[src/rtl/cst_pkg.sv]
package cst_pkg;

  // ----------------------------------------
  // Register map
  // ----------------------------------------
  // Byte offsets of the three chip-select configuration registers and the three transfer registers.
  localparam logic [11:0] CFG_ONE_OFFS = 12'h004;
  localparam logic [11:0] CFG_TWO_OFFS = 12'h008;
  localparam logic [11:0] CFG_THREE_OFFS = 12'h00C;
  localparam logic [11:0] XFER_CTRL_OFFS = 12'h010;
  localparam logic [11:0] XFER_STAT_OFFS = 12'h014;
  localparam logic [11:0] XFER_DATA_OFFS = 12'h018;

  // ----------------------------------------
  // Field positions and reset values
  // ----------------------------------------
  localparam int WAIT_LSB = 0;
  localparam int HOLD_LSB = 4;
  localparam int WIDTH_BIT = 6;
  localparam int SETUP_BIT = 7;
  localparam int EXTW_BIT = 8;
  localparam int HSUP_BIT = 10;
  localparam int POL_BIT = 11;
  localparam int ENA_BIT = 12;
  localparam int UBE_BIT = 13;
  localparam logic [13:0] CFG_RESET = 14'h000F;
  localparam logic [13:0] CFG_WMASK = 14'h3DFF;
  localparam logic [3:0] EXT_MIN_WAIT = 4'h3;

  // Transfer control fields: start(0) write(1) select(3:2) beats-1(7:4).
  localparam int CT_START = 0;
  localparam int CT_WRITE = 1;
  localparam int CT_SEL_LSB = 2;
  localparam int CT_BEATS_LSB = 4;

  typedef struct packed {
    logic byte_enable_use;
    logic select_enable;
    logic select_polarity;
    logic hold_suppress;
    logic unused_bit;
    logic external_wait_enable;
    logic setup_extra;
    logic bus_width_sel;
    logic [1:0] hold_count;
    logic [3:0] wait_count;
  } cst_cfg_t;

  typedef enum logic [2:0] {
    ST_IDLE,
    ST_SETUP,
    ST_WAIT,
    ST_EXTEND,
    ST_HOLD
  } cst_state_t;

endpackage

[src/rtl/cst_engine.sv]
`timescale 1ns/1ns
`default_nettype none
module cst_engine (
  input wire logic pclk,
  input wire logic presetn,
  input wire logic start,
  input wire logic write,
  input wire logic [3:0] beats_m1,
  input wire cst_pkg::cst_cfg_t cfg,
  input wire logic ext_wait_sync,
  output logic busy,
  output logic sel_active,
  output logic strobe,
  output logic beat_done,
  output logic last_beat
);

  cst_pkg::cst_state_t state_reg, state_next;
  logic [3:0] cnt_reg, cnt_next;
  logic [3:0] beat_reg, beat_next;
  logic [1:0] hold_reg, hold_next;

  wire logic [3:0] wait_load = (cfg.external_wait_enable && cfg.wait_count < cst_pkg::EXT_MIN_WAIT) ?
                                cst_pkg::EXT_MIN_WAIT : cfg.wait_count;
  wire logic is_last = (beat_reg == 4'h0);
  // Suppression only applies between beats of a read, never after the last.
  wire logic skip_hold = cfg.hold_suppress && !write && !is_last; // RULE1 RULE2 RULE3
  wire logic wait_out = (cnt_reg == 4'h1);

  always_comb begin
    state_next = state_reg;
    cnt_next = cnt_reg;
    beat_next = beat_reg;
    hold_next = hold_reg;
    case (state_reg)
      cst_pkg::ST_IDLE: begin
        if (start && cfg.select_enable) begin // RULE12
          beat_next = beats_m1;
          cnt_next = wait_load;
          state_next = cfg.setup_extra ? cst_pkg::ST_SETUP : cst_pkg::ST_WAIT; // RULE4
        end
      end
      cst_pkg::ST_SETUP: begin
        state_next = cst_pkg::ST_WAIT;
      end
      cst_pkg::ST_WAIT: begin
        cnt_next = cnt_reg - 4'h1; // RULE8 RULE10
        if (wait_out) begin
          if (cfg.external_wait_enable && ext_wait_sync) begin
            state_next = cst_pkg::ST_EXTEND; // RULE9
          end else if (cfg.hold_count == 2'h0 || skip_hold) begin // RULE7
            state_next = is_last ? cst_pkg::ST_IDLE : cst_pkg::ST_WAIT;
            cnt_next = wait_load;
            beat_next = beat_reg - 4'h1;
          end else begin
            state_next = cst_pkg::ST_HOLD;
            hold_next = cfg.hold_count;
          end
        end
      end
      cst_pkg::ST_EXTEND: begin
        if (!ext_wait_sync) begin // RULE9
          if (cfg.hold_count == 2'h0 || skip_hold) begin
            state_next = is_last ? cst_pkg::ST_IDLE : cst_pkg::ST_WAIT;
            cnt_next = wait_load;
            beat_next = beat_reg - 4'h1;
          end else begin
            state_next = cst_pkg::ST_HOLD;
            hold_next = cfg.hold_count;
          end
        end
      end
      cst_pkg::ST_HOLD: begin
        hold_next = hold_reg - 2'h1; // RULE7
        if (hold_reg == 2'h1) begin
          state_next = is_last ? cst_pkg::ST_IDLE : cst_pkg::ST_WAIT;
          cnt_next = wait_load;
          beat_next = beat_reg - 4'h1;
        end
      end
      default: state_next = cst_pkg::ST_IDLE;
    endcase
  end

  always_ff @(posedge pclk or negedge presetn) begin
    if (!presetn) begin
      state_reg <= cst_pkg::ST_IDLE;
      cnt_reg <= 4'h0;
      beat_reg <= 4'h0;
      hold_reg <= 2'h0;
    end else begin
      state_reg <= state_next;
      cnt_reg <= cnt_next;
      beat_reg <= beat_next;
      hold_reg <= hold_next;
    end
  end

  assign busy = (state_reg != cst_pkg::ST_IDLE);
  assign sel_active = (state_reg == cst_pkg::ST_WAIT) || (state_reg == cst_pkg::ST_EXTEND);
  assign strobe = sel_active;
  assign beat_done = (state_reg != state_next || cnt_next == wait_load) && sel_active &&
                     (state_next != cst_pkg::ST_EXTEND) && (wait_out || state_reg == cst_pkg::ST_EXTEND) &&
                     !(state_reg == cst_pkg::ST_EXTEND && ext_wait_sync);
  assign last_beat = is_last;

endmodule
`default_nettype wire

[src/rtl/cst_top.sv]
// Notes on behaviour
// (RULE1) Hold-suppress skips hold between read beats.
// (RULE2) Without suppress, every beat gets hold states.
// (RULE3) Final beat always gets its hold states.
// (RULE4) Setup bit adds one cycle before select.
// (RULE5) Wide mode moves all sixteen data lines.
// (RULE6) Narrow mode moves data lines 7:0 only.
// (RULE7) Hold field gives zero to three cycles.
// (RULE8) Wait field gives its binary count cycles; zero gives sixteen.
// (RULE9) External wait: minimum three, then extend while held.
// (RULE10) Wait count applies every access; resets to fifteen.
// (RULE11) Polarity bit sets select active level.
// (RULE12) Select asserts only when enabled.
// (RULE13) Software avoids byte writes without byte-enable use.
`timescale 1ns/1ns
`default_nettype none
module cst_top (
  input wire logic pclk,
  input wire logic presetn,
  input wire logic psel,
  input wire logic penable,
  input wire logic pwrite,
  input wire logic [11:0] paddr,
  input wire logic [31:0] pwdata,
  output logic [31:0] prdata,
  output logic pready,
  output logic pslverr,
  input wire logic external_wait_in,
  input wire logic [15:0] data_in,
  output logic [15:0] data_out,
  output logic data_oe_n,
  output logic [2:0] select_out,
  output logic mem_read_n,
  output logic mem_write_n
);

  // ----------------------------------------
  // Register file
  // ----------------------------------------
  // Only one outstanding transfer; software polls busy before starting another.
  logic [13:0] cfg_reg [3];
  logic [7:0] ctrl_reg;
  logic [15:0] wdata_reg;
  logic [15:0] rdata_reg;
  logic start_reg;
  logic [31:0] prdata_reg;
  logic pslverr_reg;
  logic pready_reg;
  logic wait_meta_reg, wait_sync_reg;

  wire logic acc = psel && penable;
  wire logic hit_c0 = (paddr == cst_pkg::CFG_ONE_OFFS);
  wire logic hit_c1 = (paddr == cst_pkg::CFG_TWO_OFFS);
  wire logic hit_c2 = (paddr == cst_pkg::CFG_THREE_OFFS);
  wire logic hit_ct = (paddr == cst_pkg::XFER_CTRL_OFFS);
  wire logic hit_st = (paddr == cst_pkg::XFER_STAT_OFFS);
  wire logic hit_dt = (paddr == cst_pkg::XFER_DATA_OFFS);
  wire logic hit_any = hit_c0 || hit_c1 || hit_c2 || hit_ct || hit_st || hit_dt;
  wire logic [1:0] sel_idx = ctrl_reg[cst_pkg::CT_SEL_LSB +: 2];
  wire logic sel_ok = (sel_idx != 2'h3);
  wire cst_pkg::cst_cfg_t cur_cfg = sel_ok ? cst_pkg::cst_cfg_t'(cfg_reg[sel_idx]) : cst_pkg::cst_cfg_t'(14'h0);
  logic busy, sel_active, strobe, beat_done, last_beat;

  wire logic [31:0] rd_mux = hit_c0 ? {18'h0, cfg_reg[0]} :
                             hit_c1 ? {18'h0, cfg_reg[1]} :
                             hit_c2 ? {18'h0, cfg_reg[2]} :
                             hit_ct ? {24'h0, ctrl_reg} :
                             hit_st ? {31'h0, busy} :
                             hit_dt ? {16'h0, rdata_reg} : 32'h0;

  genvar gi;
  generate
    for (gi = 0; gi < 3; gi++) begin : g_cfg
      wire logic hit = (paddr == cst_pkg::CFG_ONE_OFFS + 12'(4 * gi));
      always_ff @(posedge pclk or negedge presetn) begin
        if (!presetn) begin
          cfg_reg[gi] <= cst_pkg::CFG_RESET; // RULE10
        end else if (acc && pwrite && hit) begin
          cfg_reg[gi] <= pwdata[13:0] & cst_pkg::CFG_WMASK;
        end
      end
    end
  endgenerate

  always_ff @(posedge pclk or negedge presetn) begin
    if (!presetn) begin
      ctrl_reg <= 8'h00;
      wdata_reg <= 16'h0000;
      start_reg <= 1'b0;
      prdata_reg <= 32'h0;
      pslverr_reg <= 1'b0;
      pready_reg <= 1'b0;
    end else begin
      // Zero wait states: ready rises in the access phase that follows every setup cycle.
      pready_reg <= psel && !penable;
      start_reg <= acc && pwrite && hit_ct && pwdata[cst_pkg::CT_START] && !busy && !start_reg;
      if (acc && pwrite && hit_ct) begin
        ctrl_reg <= {pwdata[7:1], 1'b0};
      end
      if (acc && pwrite && hit_dt) begin
        wdata_reg <= pwdata[15:0];
      end
      prdata_reg <= rd_mux;
      pslverr_reg <= psel && !penable && !hit_any;
    end
  end

  // ----------------------------------------
  // External wait synchroniser
  // ----------------------------------------
  always_ff @(posedge pclk or negedge presetn) begin
    if (!presetn) begin
      wait_meta_reg <= 1'b0;
      wait_sync_reg <= 1'b0;
    end else begin
      wait_meta_reg <= external_wait_in;
      wait_sync_reg <= wait_meta_reg; // RULE9
    end
  end

  // ----------------------------------------
  // Access sequencer
  // ----------------------------------------
  cst_engine u_engine (
    .pclk(pclk),
    .presetn(presetn),
    .start(start_reg && sel_ok),
    .write(ctrl_reg[cst_pkg::CT_WRITE]),
    .beats_m1(ctrl_reg[cst_pkg::CT_BEATS_LSB +: 4]),
    .cfg(cur_cfg),
    .ext_wait_sync(wait_sync_reg),
    .busy(busy),
    .sel_active(sel_active),
    .strobe(strobe),
    .beat_done(beat_done),
    .last_beat(last_beat)
  );

  // ----------------------------------------
  // Pins
  // ----------------------------------------
  // Narrow devices see zeros on the upper lane so stale data never leaks.
  wire logic [15:0] wr_lanes = cur_cfg.bus_width_sel ? wdata_reg : {8'h00, wdata_reg[7:0]}; // RULE5 RULE6
  wire logic [15:0] rd_lanes = cur_cfg.bus_width_sel ? data_in : {8'h00, data_in[7:0]}; // RULE5 RULE6
  wire logic [2:0] sel_onehot = (sel_active && cur_cfg.select_enable) ? (3'h1 << sel_idx) : 3'h0; // RULE12
  logic [2:0] pol_vec;

  generate
    for (gi = 0; gi < 3; gi++) begin : g_pol
      assign pol_vec[gi] = cfg_reg[gi][cst_pkg::POL_BIT];
    end
  endgenerate

  logic [2:0] select_reg;
  logic [15:0] dout_reg;
  logic doe_n_reg, rd_n_reg, wr_n_reg;

  always_ff @(posedge pclk or negedge presetn) begin
    if (!presetn) begin
      select_reg <= 3'h7;
      dout_reg <= 16'h0000;
      doe_n_reg <= 1'b1;
      rd_n_reg <= 1'b1;
      wr_n_reg <= 1'b1;
      rdata_reg <= 16'h0000;
    end else begin
      select_reg <= sel_onehot ^ ~pol_vec; // RULE11
      dout_reg <= wr_lanes;
      doe_n_reg <= !(busy && ctrl_reg[cst_pkg::CT_WRITE]);
      rd_n_reg <= !(strobe && !ctrl_reg[cst_pkg::CT_WRITE]);
      wr_n_reg <= !(strobe && ctrl_reg[cst_pkg::CT_WRITE]);
      if (beat_done && !ctrl_reg[cst_pkg::CT_WRITE]) begin
        rdata_reg <= rd_lanes;
      end
    end
  end

  assign select_out = select_reg;
  assign data_out = dout_reg;
  assign data_oe_n = doe_n_reg;
  assign mem_read_n = rd_n_reg;
  assign mem_write_n = wr_n_reg;
  assign prdata = prdata_reg;
  assign pready = pready_reg;
  assign pslverr = pslverr_reg;

  // ----------------------------------------
  // Checks
  // ----------------------------------------
  a_select_disabled: assert property (@(posedge pclk) disable iff (!presetn) // RULE12
    !cur_cfg.select_enable |-> !sel_active) else $error("select active while disabled");
  a_setup_delay: assert property (@(posedge pclk) disable iff (!presetn) // RULE4
    (start_reg && sel_ok && cur_cfg.select_enable && cur_cfg.setup_extra) |=> !sel_active ##1 sel_active)
    else $error("setup cycle missing");
  a_wait_reset: assert property (@(posedge pclk) disable iff (!presetn) // RULE10
    $rose(presetn) |-> cfg_reg[0][3:0] == 4'hF) else $error("wait field reset wrong");
  a_narrow_lane: assert property (@(posedge pclk) disable iff (!presetn) // RULE6
    $past(!cur_cfg.bus_width_sel) |-> data_out[15:8] == 8'h00) else $error("upper lane used in narrow mode");
  a_wide_lane: assert property (@(posedge pclk) disable iff (!presetn) // RULE5
    $past(cur_cfg.bus_width_sel) |-> data_out == $past(wdata_reg)) else $error("wide lane mismatch");
  a_pol_idle: assert property (@(posedge pclk) disable iff (!presetn) // RULE11
    (!busy && $past(!busy)) |-> select_out == ~$past(pol_vec))
    else $error("idle select level wrong");
  a_ext_extend: assert property (@(posedge pclk) disable iff (!presetn) // RULE9
    (u_engine.state_reg == cst_pkg::ST_EXTEND && wait_sync_reg) |=> sel_active) else $error("extension dropped");
  a_no_hold_zero: assert property (@(posedge pclk) disable iff (!presetn) // RULE7
    (cur_cfg.hold_count == 2'h0) |-> u_engine.state_next != cst_pkg::ST_HOLD || u_engine.state_reg == cst_pkg::ST_HOLD)
    else $error("hold entered with zero count");
  a_last_hold: assert property (@(posedge pclk) disable iff (!presetn) // RULE3
    (u_engine.state_reg == cst_pkg::ST_WAIT && u_engine.wait_out && last_beat && !cur_cfg.external_wait_enable &&
     cur_cfg.hold_count != 2'h0) |=> u_engine.state_reg == cst_pkg::ST_HOLD) else $error("final hold skipped");
  a_min_wait: assert property (@(posedge pclk) disable iff (!presetn) // RULE8
    $rose(sel_active) && cur_cfg.wait_count == 4'h4 && !cur_cfg.external_wait_enable |-> sel_active[*4])
    else $error("wait too short");

endmodule
`default_nettype wire

[config.mk]
export PLATFORM = sky130hd
export DESIGN_NAME = cst_top
export DESIGN_NICKNAME = d
export VERILOG_FILES = /design/src/rtl/cst_pkg.sv /design/src/rtl/cst_engine.sv /design/src/rtl/cst_top.sv
export SDC_FILE = /design/constraint.sdc
export NUM_CORES = 1
export LEC_CHECK = 0
export BUFFER_PORTS_ARGS = -buffer_cell sky130_fd_sc_hd__buf_2
export CORE_ASPECT_RATIO = 0.5
export CORE_MARGIN = 2
export CORE_UTILIZATION = 59
export DETAILED_ROUTE_END_ITERATION = 8
export PLACE_DENSITY = 0.85
export SYNTH_ARGS = -nofsm -noshare
export SYNTH_HDL_FRONTEND = slang
export SYNTH_SLANG_ARGS = --single-unit
[constraint.sdc]
create_clock -name pclk -period 4.6 [get_ports pclk]
set_input_delay 0.92 -clock pclk [delete_from_list [all_inputs] [get_ports pclk]]
set_output_delay 0.92 -clock pclk [all_outputs]
set_load 0.02 [all_outputs]
## Word level (Yosys, flattened, before mapping)

Index checks and enable logic that the tools add are counted.

| operators by class | value |
|---|---|
| add/subtract/negate cells | 3 |
| $lt $le $gt $ge | 2 |
| eq/ne operators | 21 |
| shifts and indexed selects | 1 |
| mux-type cells | 43 |
| bitwise logic cells | 3 |
| reduce and logical (&&, ||, !) cells | 55 |

Operator list:

| kind | count |
|---|---|
| $mux W16 | 8 |
| $mux W4 | 14 |
| $mux W13 | 3 |
| $eq A12 B5 Y1 const B | 3 |
| $pmux W4 S4 | 2 |
| $bmux W14 S2 | 1 |
| $logic_and A1 B1 Y1 | 28 |
| $eq A12 B4 Y1 const B | 2 |
| $mux W3 | 7 |
| $pmux W3 S5 | 1 |
| $eq A12 B3 Y1 const B | 1 |
| $mux W2 | 6 |
| $logic_not A1 Y1 | 10 |
| $logic_or A1 B1 Y1 | 9 |
| $sub A4 B1 Y4 const B | 2 |
| $eq A3 B2 Y1 const B | 2 |
| $ne A2 B1 Y1 const B | 3 |
| $ne A2 B2 Y1 const B | 3 |
| $pmux W2 S3 | 1 |
| $reduce_and A6 Y1 | 1 |
| $reduce_bool A3 Y1 | 2 |
| $eq A4 B1 Y1 const B | 1 |
| $eq A4 B4 Y1 | 1 |
| $logic_not A4 Y1 | 1 |
| 16 further kinds | 16 |

| storage, ports and cells | value |
|---|---|
| register bits | 134 |
| output and inout bits | 56 |

## Depth between registers and ports, before layout

| depth | value |
|---|---|
| depth in word-level cells | 19 |
| mapped depth | 9 |
| gate-level depth less buffers | 8 |

## Cells and area by module

Synthesis repeated with hierarchy kept, for this count alone.

| second synthesis, totals | value |
|---|---|
| cell total of the unflattened synthesis | 537 |
| area total of the unflattened synthesis | 6,348.6 µm² |

By module, submodules not included:

| module | times used | cells an instance | area each (µm²) | sequential area each (µm²) |
|---|---|---|---|---|
| cst_top | 1 | 420 | 5,312.6 | 3,050.4 |
| cst_engine | 1 | 117 | 1,036.0 | 325.3 |

## Least setup slack after synthesis

OpenSTA, ideal clock, no wires.

| path | value |
|---|---|
| path kind | in2reg |
| start | input paddr[8] |
| end | register cfg_reg[18] (netlist name) |
| library setup time | 0.125 ns |
| data arrival time | 2.584 ns |
| data required time | 4.475 ns |
| setup slack | 1.891 ns |
| cell stages on the path | 7 |
| cells stage by stage | or3_1 > nor4b_1 > nand2_1 > or2_4 > nor2_4 > buf_6 > mux2_2 |

| between the ends | value |
|---|---|
| longest elaborated chain between the ends | 2 |

Ends and longest elaborated chain:

| item | line | RTL |
|---|---|---|
| from (decl) | cst_top.sv:23 | `input wire logic [11:0] paddr,` |
| $eq A12 B4 Y1 | cst_top.sv:74 | `wire logic hit = (paddr == cst_pkg::CFG_ONE_OFFS + 12'(4 * gi));` |
| $logic_and A1 B1 Y1 | cst_top.sv:78 | `end else if (acc && pwrite && hit) begin` |
| to (signal, indexed assignment) | cst_top.sv:77 | `cfg_reg[gi] <= cst_pkg::CFG_RESET;` |
| to (signal, indexed assignment) | cst_top.sv:79 | `cfg_reg[gi] <= pwdata[13:0] & cst_pkg::CFG_WMASK;` |
| to (decl) | cst_top.sv:41 | `logic [13:0] cfg_reg [3];` |

Every way passes these cells.
A chain may end at the register's enable or synchronous reset.

## Final worst setup path

| path | value |
|---|---|
| start | input paddr[8] |
| end | register cfg_reg[26] (netlist name) |

Same word-level chain as after synthesis.

==> results list <==
* Hold crit path type: register to register
- CTS H-tree depth: 4
* Multi-input gate area: 2510 µm²
- In this run the horizontal extent of the chip is 148 µm.
- Largest register FFs: 39
- On the worst path, the slowest cell contributes a delay of 0.42 ns.
- Count of inserted antenna diode cells: 0
- DP Wirelength: 9450 µm
- Sequential element share of the synthesized area: 0.552
- Post-Synthesis Mean Instance Area: 12.2 µm²
- Final setup TNS: 0 ns
* Final setup violation count: 0
* I/O pins: 122
* Maximum buffer depth of the clock tree: 2
- Of the total power, the share spent switching nets is 0.217.
* Final critical-path required period: 3.12 ns
* DRC marker count from the first detailed-route iteration: about 360
- Residual DRC count: 0
- Setup bufs post-CTS: 0
- The initial antenna violation count was 0.
* Worst VDD drop: 0.000265 V
* Cell Int Power: 2.04 mW
* Sequential cell area: 3380 µm²
- Sequence of cells on the critical path: buf_2 > or3_1 > nor4b_1 > nand2_1 > or2_4 > nor2_4 > mux2_2
- Detailed routing inserted a total of 4,420 vias.
- Total leakage power: about 3.5 nW
* Number of warnings reported in the yosys synthesis log: 0
* Total clock buffers created by CTS: 17
* Initial Utilization: 0.603
- Crit path launch type: input pin
- Maximum clock skew at final layout: just under 0.006 ns
- STA puts the critical path data required time at 4.90 ns.
- Arrival time reported for the critical path endpoint: 3.42 ns
- After synthesis the netlist holds a flip-flop and latch count of 134.
- For this design, the sink count on the clock tree is 134.
- TritonCTS clock tree: yes
* Total wire length: roughly 15,000 µm
- Final Hold Violating Endpoints: 0
- After synthesis, the share of flip-flops with an asynchronous set or reset is 1.00.
- Ys flop type: sky130_fd_sc_hd__dfrtp_1
- The detail route stage leaves a number of antenna-violating nets equal to 0.
- The layout has 690 filler cells.
- Dividing the final minimum period by the clock period gives 0.679.
- After synthesis the cells add up to 6120 µm².
* Cell types with the highest counts after synthesis: 116 x sky130_fd_sc_hd__dfrtp_1, 59 x sky130_fd_sc_hd__mux2_2, 46 x sky130_fd_sc_hd__nand2_1
- The max-slew violation count came to 0.
* Run status: finished, final reports clean
- Height of the chip: 76.0 µm
- Number of distinct library cells after synthesis: 60
* RSZ-0062 raised after global routing: false
- The tree is rooted in a sky130_fd_sc_hd__clkbuf_16.
* Library cell occupying the most area in the post-synthesis netlist: sky130_fd_sc_hd__dfrtp_1
- Vias in the first global route: between 4,000 and 5,000
- Part of the total power dissipated in sequential elements: 0.458
- Worst slew margin relative to its limit: 0.262
* Count of buffers from port buffering: 89
- Endpoint kind of the worst setup timing path: register
- After clock tree synthesis, the flow added hold-fix buffers numbering 0.
* Global-route wire length before repair: 23,600 µm
- The first detailed-routing pass ran for 5 iterations.
- Of the cells placed in the final design, the portion with a size suffix greater than 1 is 0.373.
* Number of instances resized during post-cts repair: 0
- For this design the total switching power over the nets is 563 µW.
- Dividing the detail-routed via count by the number of cells gives 5.92.
- Total number of placement rows: 26
- P per Cell Area: 361 nW/µm²
* Floorplan Core Area: 10,100 µm²
- In this run the register-to-register setup slack is ~1.7 ns.
- Summing all non-filler instances in the final layout gives an area of roughly 7200 µm².
- Final layout net count: between 600 and 700
* Transition at the pin with the smallest max-transition slack: about 1.1 ns
* Worst slack on hold paths: roughly 0.35 ns
* CP max FO: 13
- Congestion Overflow GR: 0
* Relative contribution of the clock network to total power: 0.509
- Across the run, the number of max-cap violations was 0.
- Final GP Congestion: 0.874
* Die Area: around 11,000 µm²
* Detail-routed net length per standard cell: slightly below 20 µm
- Synthesis-to-layout area growth: 17.5%
- The share of synthesized area in the top cell type comes to 0.474.
- Placed Area: between 6000 and 7000 µm²
- Clock transition time at the flip-flop clock pins of the worst setup and hold paths: 0.06 ns
- For this run, the top clock speed supported by timing is 320 MHz.
- After technology mapping, the gate count stands at ~500.
* Worst-skew pair later-pin latency: 0.42 ns
* Worst-path cell with the longest stage delay: sky130_fd_sc_hd__nor4b_1
- Ranking of synthesized cells by area: sky130_fd_sc_hd__dfrtp_1 47%, sky130_fd_sc_hd__mux2_2 11%, sky130_fd_sc_hd__dfstp_2 7.7%
* Aggregate global-route resource usage: 0.278
- The critical path is of the input pin to register type.
- Count of flip-flops with a built-in enable after synthesis: 0
- Yosys instantiated no cell more often than sky130_fd_sc_hd__dfrtp_1.
- Entering global routing, the biggest net connects 113 pins.
- Share of total power in combinational logic: 0.032
per-layer routing:
metal,track usage,vias to the layer above,wire (µm)
li1,-,1956,-
met1,0.375,2188,6260
met4,0.110,0,318
met2,0.414,240,6660
met3,0.102,36,1440
met5,0,-,0
cell families (layout without fill, tap and decap cells):
group                      Yosys count  after routing  synth area share
muxes                               89             89             0.166
xor gates and xnor gates             5              5           0.00716
AOI/OAI and AO/OA                   92             92             0.107
and+or+nand+nor                    127            127             0.112
other                                1             16          0.000613
adders and majority gates            4              4           0.00818
buffers and inverters               50            139            0.0474
DFF                                134            134             0.552
worst max-delay path: cells and delay by family:
family / cells / cell delay [ns]
AND/OR/NAND/NOR: 5 / 1.99
multiplexers: 1 / 0.40
buffers and inverters: 1 / 0.09
placed cells by master, fill, tap and decap left out, types with 4 or more instances in the layout:
master and instances:
sky130_fd_sc_hd__nor3_1 8, sky130_fd_sc_hd__clkinv_2 5, sky130_fd_sc_hd__dfrtp_1 116, sky130_fd_sc_hd__conb_1 16, sky130_fd_sc_hd__ha_1 4, sky130_fd_sc_hd__a22oi_1 11, sky130_fd_sc_hd__buf_2 88, sky130_fd_sc_hd__nand2_1 46
sky130_fd_sc_hd__nor2_1 15, sky130_fd_sc_hd__nor2_4 5, sky130_fd_sc_hd__clkbuf_16 17, sky130_fd_sc_hd__dfstp_2 18, sky130_fd_sc_hd__o2bb2ai_1 10, sky130_fd_sc_hd__inv_1 11, sky130_fd_sc_hd__buf_4 6, sky130_fd_sc_hd__nor2b_1 8
sky130_fd_sc_hd__mux2i_1 19, sky130_fd_sc_hd__clkbuf_8 6, sky130_fd_sc_hd__nand3_1 14, sky130_fd_sc_hd__and2_1 12, sky130_fd_sc_hd__o21ai_0 25, sky130_fd_sc_hd__o221ai_1 5, sky130_fd_sc_hd__a21oi_1 13, sky130_fd_sc_hd__mux2_2 59
sky130_fd_sc_hd__mux2_4 10
area by class of cell:
class	count	area share
multi-input cells	333	0.350
flip-flops and latches	134	0.470
well taps	140	0.0244
clock inverters	8	0.00975
inverters	12	0.00627
repair buffers	95	0.0691
clock buffers	24	0.0712
power groups by stage:
| stage | Combinational [mW] | Clock, mW | Sequential (mW) |
|---|---|---|---|
| 5_1_grt | 0.0928 | 1.39 | 1.19 |
| 3_3_place_gp | 0.0814 | 0 | 1.21 |
| 4_1_cts | 0.0840 | 1.34 | 1.19 |
| 6_report | 0.0832 | 1.32 | 1.19 |
| 3_5_place_dp | 0.0833 | 0 | 1.21 |
| 2_1_floorplan | 0.0344 | 0 | 1.21 |
per-stage QoR:
step | worst slack, ns | std cells | utilization | power [mW]
final | 1.48 | 746 | 0.708 | 2.60
after floorplan | 1.89 | 517 | - | 1.25
after CTS | 1.51 | 746 | 0.708 | 2.61
after detailed placement | 1.13 | 714 | 0.651 | 1.29
after global routing | 1.38 | 746 | 0.708 | 2.68
after global placement | 1.19 | 714 | 0.651 | 1.29
worst paths after layout:
check	cells past startpoint	endpoint	startpoint
setup / recovery	7	cfg_reg[26]	paddr[8]
setup reg to reg	6	rdata_reg[5]	ctrl_reg[3]
hold / removal	0	wait_sync_reg	wait_meta_reg
hold reg to reg	0	wait_sync_reg	wait_meta_reg
max in group asynchronous	2	cfg_reg[31]	presetn
min in group asynchronous	1	pready	presetn
(Power assumes the default switching activity.)
